===== config.mk =====
export PLATFORM = sky130hd
export DESIGN_NAME = pmv_config_bank
export DESIGN_NICKNAME = d
export VERILOG_FILES = /design/src/pkg/pmv_pkg.sv /design/src/design/pmv_config_bank.sv /design/src/design/pmv_reg_cell.sv /design/src/design/pmv_vout_target.sv
export SDC_FILE = /design/constraint.sdc
export NUM_CORES = 1
export LEC_CHECK = 0
export ABC_AREA = 1
export ABC_CLOCK_PERIOD_IN_PS = 12400
export BUFFER_PORTS_ARGS = -buffer_cell sky130_fd_sc_hd__buf_4
export CAP_MARGIN = 5
export CELL_PAD_IN_SITES_DETAIL_PLACEMENT = 0
export CELL_PAD_IN_SITES_GLOBAL_PLACEMENT = 2
export CORE_AREA = 5 5 184 186
export CTS_CLUSTER_SIZE = 25
export DETAILED_ROUTE_END_ITERATION = 7
export DIE_AREA = 0 0 189 191
export PLACE_DENSITY_LB_ADDON = 0.1
export SYNTH_ARGS = -nofsm -noshare
export SYNTH_HDL_FRONTEND = slang
export SYNTH_SLANG_ARGS = --single-unit

===== constraint.sdc =====
create_clock -name clk_sys -period 12.4 [get_ports clk_sys]
set_input_delay 0 -clock clk_sys [delete_from_list [all_inputs] [get_ports clk_sys]]
set_output_delay 0 -clock clk_sys [all_outputs]
set_load 0.02 [all_outputs]

===== src/pkg/pmv_pkg.sv =====
`default_nettype none

package pmv_pkg;

    // Command codes of this bank.
    localparam logic [7:0] CODE_CAPABILITY = 8'h19;
    localparam logic [7:0] CODE_ALERT_MASK = 8'h1b;
    localparam logic [7:0] CODE_VOUT_FORMAT = 8'h20;
    localparam logic [7:0] CODE_SETPOINT = 8'h21;
    localparam logic [7:0] CODE_OFFSET = 8'h22;
    localparam logic [7:0] CODE_CEILING = 8'h24;
    localparam logic [7:0] CODE_MARGIN_HIGH = 8'h25;
    localparam logic [7:0] CODE_MARGIN_LOW = 8'h26;
    localparam logic [7:0] CODE_RAMP_SLOPE = 8'h27;
    localparam logic [7:0] CODE_DIVIDER = 8'h29;
    localparam logic [7:0] CODE_SWITCH_RATE = 8'h33;
    localparam logic [7:0] CODE_INPUT_TURN_ON_THRESHOLD = 8'h35;
    localparam logic [7:0] CODE_INPUT_TURN_OFF_THRESHOLD = 8'h36;

    // Capability byte fields.
    localparam logic CAP_PEC = 1'h1;
    localparam logic [1:0] CAP_BUS_SPEED = 2'h2;
    localparam logic CAP_ALERT = 1'h1;
    localparam logic CAP_NUM_FORMAT = 1'h0;
    localparam logic CAP_AVS = 1'h0;
    localparam logic [1:0] CAP_RESERVED = 2'h0;
    localparam logic [7:0] CAPABILITY_VALUE =
        {CAP_PEC, CAP_BUS_SPEED, CAP_ALERT, CAP_NUM_FORMAT, CAP_AVS, CAP_RESERVED};

    // Output voltage format byte fields.
    localparam logic [2:0] FMT_MODE_LINEAR16 = 3'h0;
    localparam logic [4:0] FMT_EXPONENT = 5'h17;
    localparam logic [7:0] VOUT_FORMAT_VALUE = {FMT_MODE_LINEAR16, FMT_EXPONENT};

    // Writable registers, held as an indexed bank.
    localparam int RW_COUNT = 11;
    localparam int IDX_ALERT_MASK = 0;
    localparam int IDX_SETPOINT = 1;
    localparam int IDX_OFFSET = 2;
    localparam int IDX_CEILING = 3;
    localparam int IDX_MARGIN_HIGH = 4;
    localparam int IDX_MARGIN_LOW = 5;
    localparam int IDX_RAMP_SLOPE = 6;
    localparam int IDX_DIVIDER = 7;
    localparam int IDX_SWITCH_RATE = 8;
    localparam int IDX_INPUT_TURN_ON_THRESHOLD = 9;
    localparam int IDX_INPUT_TURN_OFF_THRESHOLD = 10;

    localparam logic [RW_COUNT-1:0][7:0] RW_CODE = {
        CODE_INPUT_TURN_OFF_THRESHOLD, CODE_INPUT_TURN_ON_THRESHOLD, CODE_SWITCH_RATE, CODE_DIVIDER,
        CODE_RAMP_SLOPE, CODE_MARGIN_LOW, CODE_MARGIN_HIGH, CODE_CEILING,
        CODE_OFFSET, CODE_SETPOINT, CODE_ALERT_MASK};

    // The offset resets to zero and is then loaded from the factory trim input.
    localparam logic [RW_COUNT-1:0][15:0] RW_RESET = {
        16'hf812, 16'hf814, 16'h0258, 16'he808,
        16'he002, 16'h0123, 16'h0142, 16'h1c00,
        16'h0000, 16'h0133, 16'h0000};

    // Accepted feedback divider ratios, exponent -3.
    localparam logic [15:0] DIV_RATIO_1 = 16'he808;
    localparam logic [15:0] DIV_RATIO_HALF = 16'he804;
    localparam logic [15:0] DIV_RATIO_QUARTER = 16'he802;
    localparam logic [15:0] DIV_RATIO_EIGHTH = 16'he801;

    // Operation-command source select, bits 5 to 4.
    localparam logic [1:0] SRC_SETPOINT = 2'h0;
    localparam logic [1:0] SRC_MARGIN_LOW = 2'h1;
    localparam logic [1:0] SRC_MARGIN_HIGH = 2'h2;

    typedef struct packed {
        logic write;
        logic [7:0] code;
        logic [15:0] wdata;
    } pmv_cmd_type;

    typedef struct packed {
        logic [15:0] data;
        logic is_byte;
        logic refused;
    } pmv_rsp_type;

endpackage

`default_nettype wire


===== src/design/pmv_config_bank.sv =====
// Behaviour
// - Capability byte reads D0h, read-only, bit 7 reports packet error checking.
// - Capability bits 6 to 5 read 10: bus clock up to 1 MHz.
// - Capability bit 4 reads 1: alert output and alert response supported.
// - Capability bits 3, 2 and 1 to 0 all read zero.
// - Format byte reads 17h, mode bits 7 to 5 zero select LINEAR16.
// - Format bits 4 to 0 are 10111, exponent -9 for the output voltage words.
// - Offset powers up with per-device factory trim, host-adjustable in 1.953 mV steps.
// - Divider ratio defaults to E808h and accepts only 0.125, 0.25, 0.5, 1.
// - Source select 00 makes the setpoint, not a margin, the output target.
`timescale 1ns/10ps
`default_nettype none

module pmv_config_bank (
    // Clock and reset
    input wire logic clk_sys,
    input wire logic rst,
    // Decoded bus command, one per valid cycle
    input wire logic cmd_valid,
    input wire pmv_pkg::pmv_cmd_type cmd,
    // Response, one cycle after the command
    output logic rsp_valid,
    output pmv_pkg::pmv_rsp_type rsp,
    // Device inputs
    input wire logic [1:0] op_source_sel,
    input wire logic [15:0] trim_factory,
    // Configuration outputs
    output logic [15:0] vout_target,
    output logic [15:0] alert_source_mask,
    output logic [15:0] voltage_ramp_slope,
    output logic [15:0] feedback_divider_ratio,
    output logic [15:0] switching_rate_setting,
    output logic [15:0] input_turn_on_threshold,
    output logic [15:0] input_turn_off_threshold
);

    localparam int N = pmv_pkg::RW_COUNT;

    logic [N-1:0] hit;
    logic [N-1:0] load;
    logic [N-1:0][15:0] din;
    logic [N-1:0][15:0] q;
    logic hit_cap;
    logic hit_fmt;
    logic ratio_ok;
    logic write_req;
    logic write_ok;
    logic [15:0] rdata;
    logic factory_pending_r;
    logic factory_pending_nxt;
    logic rsp_valid_r;
    logic rsp_valid_nxt;
    pmv_pkg::pmv_rsp_type rsp_r;
    pmv_pkg::pmv_rsp_type rsp_nxt;

    // Command decode.
    always_comb begin
        for (int i = 0; i < N; i++) begin
            hit[i] = (cmd.code == pmv_pkg::RW_CODE[i]);
        end
        hit_cap = (cmd.code == pmv_pkg::CODE_CAPABILITY);
        hit_fmt = (cmd.code == pmv_pkg::CODE_VOUT_FORMAT);
    end

    // Only the four documented ratio codes are taken.
    always_comb begin
        ratio_ok = (cmd.wdata == pmv_pkg::DIV_RATIO_1) ||
                   (cmd.wdata == pmv_pkg::DIV_RATIO_HALF) ||
                   (cmd.wdata == pmv_pkg::DIV_RATIO_QUARTER) ||
                   (cmd.wdata == pmv_pkg::DIV_RATIO_EIGHTH);
    end

    assign write_req = cmd_valid && cmd.write;
    // Read-only and unknown codes never reach a load enable.
    assign write_ok = write_req && (|hit) &&
                      !(hit[pmv_pkg::IDX_DIVIDER] && !ratio_ok);

    // The factory trim is taken in the first cycle after reset release, since an
    // asynchronous reset may only load constants.
    always_comb begin
        factory_pending_nxt = 1'b0;
    end

    always_ff @(posedge clk_sys or posedge rst) begin
        if (rst) begin
            factory_pending_r <= 1'b1;
        end else begin
            factory_pending_r <= factory_pending_nxt;
        end
    end

    // A host write in the same cycle wins over the factory load.
    always_comb begin
        for (int i = 0; i < N; i++) begin
            load[i] = write_ok && hit[i];
            din[i] = cmd.wdata;
        end
        if (factory_pending_r && !load[pmv_pkg::IDX_OFFSET]) begin
            load[pmv_pkg::IDX_OFFSET] = 1'b1;
            din[pmv_pkg::IDX_OFFSET] = trim_factory;
        end
    end

    generate
        for (genvar g = 0; g < N; g++) begin : g_cell
            pmv_reg_cell #(
                .WIDTH(16),
                .RESET_VALUE(pmv_pkg::RW_RESET[g])
            ) u_cell (
                .clk_sys(clk_sys),
                .rst(rst),
                .load(load[g]),
                .din(din[g]),
                .q(q[g])
            );
        end
    endgenerate

    // Read data: constant bytes for the read-only codes.
    always_comb begin
        rdata = 16'h0000;
        if (hit_cap) begin
            rdata = {8'h00, pmv_pkg::CAPABILITY_VALUE};
        end else if (hit_fmt) begin
            rdata = {8'h00, pmv_pkg::VOUT_FORMAT_VALUE};
        end else begin
            for (int i = 0; i < N; i++) begin
                if (hit[i]) begin
                    rdata = q[i];
                end
            end
        end
    end

    always_comb begin
        rsp_valid_nxt = cmd_valid;
        rsp_nxt = rsp_r;
        if (cmd_valid) begin
            rsp_nxt.data = cmd.write ? 16'h0000 : rdata;
            rsp_nxt.is_byte = hit_cap || hit_fmt;
            rsp_nxt.refused = cmd.write ? !write_ok : !(hit_cap || hit_fmt || (|hit));
        end
    end

    always_ff @(posedge clk_sys or posedge rst) begin
        if (rst) begin
            rsp_valid_r <= 1'b0;
            rsp_r <= '0;
        end else begin
            rsp_valid_r <= rsp_valid_nxt;
            rsp_r <= rsp_nxt;
        end
    end

    assign rsp_valid = rsp_valid_r;
    assign rsp = rsp_r;

    pmv_vout_target u_target (
        .clk_sys(clk_sys),
        .rst(rst),
        .src_sel(op_source_sel),
        .setpoint(q[pmv_pkg::IDX_SETPOINT]),
        .margin_high(q[pmv_pkg::IDX_MARGIN_HIGH]),
        .margin_low(q[pmv_pkg::IDX_MARGIN_LOW]),
        .offset(q[pmv_pkg::IDX_OFFSET]),
        .ceiling(q[pmv_pkg::IDX_CEILING]),
        .target(vout_target)
    );

    assign alert_source_mask = q[pmv_pkg::IDX_ALERT_MASK];
    assign voltage_ramp_slope = q[pmv_pkg::IDX_RAMP_SLOPE];
    assign feedback_divider_ratio = q[pmv_pkg::IDX_DIVIDER];
    assign switching_rate_setting = q[pmv_pkg::IDX_SWITCH_RATE];
    assign input_turn_on_threshold = q[pmv_pkg::IDX_INPUT_TURN_ON_THRESHOLD];
    assign input_turn_off_threshold = q[pmv_pkg::IDX_INPUT_TURN_OFF_THRESHOLD];
endmodule

`default_nettype wire


===== src/design/pmv_reg_cell.sv =====
`timescale 1ns/10ps
`default_nettype none

module pmv_reg_cell #(
    parameter int WIDTH = 16,
    parameter logic [WIDTH-1:0] RESET_VALUE = '0
) (
    // Clock and reset
    input wire logic clk_sys,
    input wire logic rst,
    // Load port
    input wire logic load,
    input wire logic [WIDTH-1:0] din,
    output logic [WIDTH-1:0] q
);

    logic [WIDTH-1:0] value_r;
    logic [WIDTH-1:0] value_nxt;

    always_comb begin
        value_nxt = load ? din : value_r;
    end

    always_ff @(posedge clk_sys or posedge rst) begin
        if (rst) begin
            value_r <= RESET_VALUE;
        end else begin
            value_r <= value_nxt;
        end
    end

    assign q = value_r;

endmodule

`default_nettype wire


===== src/design/pmv_vout_target.sv =====
`timescale 1ns/10ps
`default_nettype none

module pmv_vout_target (
    // Clock and reset
    input wire logic clk_sys,
    input wire logic rst,
    // Source registers
    input wire logic [1:0] src_sel,
    input wire logic [15:0] setpoint,
    input wire logic [15:0] margin_high,
    input wire logic [15:0] margin_low,
    input wire logic [15:0] offset,
    input wire logic [15:0] ceiling,
    // Target in steps of 2^-9 V
    output logic [15:0] target
);

    logic [15:0] target_r;
    logic [15:0] target_nxt;
    logic [15:0] base;
    logic signed [17:0] sum;

    // Setpoints are unsigned mantissas; the offset alone is signed.
    always_comb begin
        unique case (src_sel)
            pmv_pkg::SRC_MARGIN_LOW: base = margin_low;
            pmv_pkg::SRC_MARGIN_HIGH: base = margin_high;
            default: base = setpoint;
        endcase
        sum = $signed({2'h0, base}) + $signed({{2{offset[15]}}, offset});
        if (sum < 0) begin
            target_nxt = 16'h0000;
        end else if (sum > $signed({2'h0, ceiling})) begin
            target_nxt = ceiling;
        end else begin
            target_nxt = sum[15:0];
        end
    end

    always_ff @(posedge clk_sys or posedge rst) begin
        if (rst) begin
            target_r <= 16'h0000;
        end else begin
            target_r <= target_nxt;
        end
    end

    assign target = target_r;

endmodule

`default_nettype wire


==> impl_metrics.json <==
{
  "netlist.area_leader.share_pct": 37.2,
  "slowest_stage": "ha_1",
  "p_sw_share_pct": 27.7,
  "clkSinkCount": 212,
  "r2r_setup_slack_ns": 8.17,
  "synth_top_family_by_area": "simple AND/OR/NAND/NOR gates",
  "grt_overflow": 0,
  "yosysWarnings": 0,
  "port_buffers": 176,
  "cp_slowest_stage_delay_ns": 0.66,
  "ios": 177,
  "fmax_mhz": 235,
  "wire_per_inst_um": 22.3,
  "endpoint_kind": "flip-flop",
  "fp.dieW_um": 189,
  "drc": 0,
  "detailed_place_hpwl_um": 34300,
  "fin_crit_sh_pct": 34.3,
  "required_ns": 12.81,
  "gp_congestion": 0.889,
  "timing.hold.worst.class": "input pin to flip-flop",
  "p_comb_share_pct": 16.1,
  "cap_violations": 0,
  "avgSynthCellArea_um2": 8.00,
  "synth_cells": 1422,
  "whs_ns": 0.0609,
  "cts_buffers": 26,
  "min_to": "rsp[2]",
  "holdPathStages": 6,
  "yosysTopAreaCell": "dfrtp_1",
  "synth-xor-area-share_pct": 1.08,
  "cts_max_path_buffers": 3,
  "drv_slew": 0,
  "sequentialPowerShare_pct": 39.2,
  "vdd_drop_max_v": 0.0000902,
  "core_area_mm2": 0.0321,
  "synthSimpleGateAreaFrac_pct": 22.2,
  "power_density_mw_per_mm2": 128,
  "dieArea_mm2": 0.0361,
  "worstSetupStartpointType": "input pin",
  "drtIter0Drc": 693,
  "slew_headroom_pct": 20.4,
  "initial_core_util_pct": 35.4,
  "p_clk_share_pct": 44.8,
  "yosys.cell_types.count": 46,
  "grt_pass1_vias": 10526,
  "synth-seq-area-share_pct": 47.1,
  "synth_enable_flop_cells": 0,
  "first_pass_iters": 5,
  "synth_ff_type": "dfrtp_1",
  "cts_setup_buffers": 0,
  "hold_viol": 0,
  "area_growth_pct": 27.2,
  "r2r_cells": 23,
  "asyncSetResetFlopFracSynth_pct": 100,
  "grt_max_degree": 87,
  "synthMuxAreaShare_pct": 0,
  "syn_nets": 1504,
  "layout_min_cycle_time_ns": 4.25,
  "grt_pass1_wl_um": 67300,
  "vias": 10564,
  "cp.arrival_ns": 4.66,
  "r2r_start": "g_cell[5].u_cell.q[0]",
  "wirelength_um": 45800,
  "fin_setup_tns_ns": 0,
  "crit_fanout": 17,
  "htreeDepth": 1,
  "nets": 1706,
  "intPower_w": 0.00134,
  "power_leakage_nw": 7.30,
  "layout_common_cells": "nand2_1, buf_4, dfrtp_1",
  "clk_latency_ns": 0.55,
  "path_clk_slew_ns": 0.06,
  "status": "complete, no violations",
  "r2r_end": "u_target.target[10]",
  "rsz0062_at_grt": "false",
  "layout-drive-gt1-share_pct": 18.7,
  "setup_viol": 0,
  "ys_ff_latch": 212,
  "cts_resized": 0,
  "die_h_um": 191,
  "synth_area_mm2": 0.0114,
  "power.switching_w": 0.000514,
  "grt_usage_pct": 24.8,
  "root_buffer": "clkbuf_16",
  "criticalPathCategory": "input pin to flip-flop",
  "hp-start": "cmd[18]",
  "netlist_top_cells_area": "dfrtp_1, nand2_1, dfstp_2",
  "cp_top_family": "adder cells",
  "synth_compound_area_share_pct": 17.4,
  "synth-adder-area-share_pct": 4.03,
  "crit_top_cell": "nand2_1",
  "critPathLaunch": "op_source_sel[0]",
  "cts_hold_buf": 52,
  "cts_tree": "built",
  "antenna_found_initial": 4,
  "worstMarginPinSlew_ns": 1.19,
  "final_common_cell": "nand2_1",
  "crit_buf_inv": 7,
  "fin_skew_ns": 0.0263,
  "row_count": 66,
  "vias_per_cell": 5.15,
  "route.antenna.remaining_nets": 0
}
[synth_stat cells (all sizes together) (7+ instances only)]
cell / instances
a221oi: 14
dfstp: 43
nand4: 17
inv: 170
ha: 35
nand2: 435
o2111ai: 8
nor2: 56
o21a: 60
a21oi: 61
clkbuf: 26
o22ai: 10
buf: 36
dfrtp: 169
xor2: 8
nor3: 7
o21ai: 135
nand3: 87
a221o: 16
[worst reg2reg max path: cells and delay by family (launching register included)]
family	cells	cell delay, ns
AO/OA/AOI/OAI	3	0.67
flip-flops	1	0.38
adder cells (fa/ha/maj)	3	1.00
buffers and inverters	4	0.56
XOR/XNOR	1	0.16
AND/OR/NAND/NOR	12	1.36
[logic make-up after synthesis]
group	count (synthesis)
AOI/OAI and AO/OA	320
xor gates and xnor gates	14
adders and majority gates	36
buffers and inverters	234
DFF	212
other	1
and+or+nand+nor	605
[registers in the layout, summed over array words and instances, names as in the netlist]
register           count
factory_pending_r      1
g_cell.u_cell.q      176
rsp                   18
rsp_valid              1
u_target.target       16
[per-stage QoR]
step                setup WS (ns)  power (W)  util [%]  area [um^2]  cells
floorplan                    6.68   0.000911         -        11400   1422
global placement             7.68    0.00102      40.4        13000   1952
detailed placement           7.62    0.00102      40.4        13000   1952
CTS                          8.16    0.00188      45.0        14500   2052
global route                 7.43    0.00194      45.0        14500   2052
finish                       8.15    0.00186      45.0        14500   2053
[worst max-delay path by stage]
stage | end | depth (start not counted)
6_report | u_target.target[10] | 26
5_1_grt | u_target.target[6] | 26
4_1_cts | u_target.target[10] | 23
3_5_place_dp | u_target.target[0] | 26
3_3_place_gp | u_target.target[9] | 26
2_1_floorplan | g_cell[0].u_cell.q[0] | 1
[cell type report]
type	count	area, um^2
Antenna cell	1	2.50
Clock buffer	39	790
Clock inverter	9	159
Fill cell	3236	17700
Inverter	172	653
Multi-Input combinational cell	976	5090
Sequential cell	212	5360
Tap cell	408	510
Timing Repair Buffer	236	1900
[power by group through the flow]
stage / Combinational, W / Sequential (W) / Clock (W)
global route: 0.000331 / 0.000728 / 0.000877
global placement: 0.000285 / 0.000739 / 0
detailed placement: 0.000283 / 0.000739 / 0
CTS: 0.000300 / 0.000727 / 0.000849
floorplan: 0.000162 / 0.000749 / 0
finish: 0.000298 / 0.000727 / 0.000831
[routing by layer]
metal  global-route usage (%)  up-vias  routed length [um]
met3                     3.58       68                2520
met2                     40.2      311               21500
met5                        0        -                  13
li1                         -     5097                   -
met4                     7.88        2                1490
met1                     34.5     5086               20300
(Power assumes the default switching activity.)
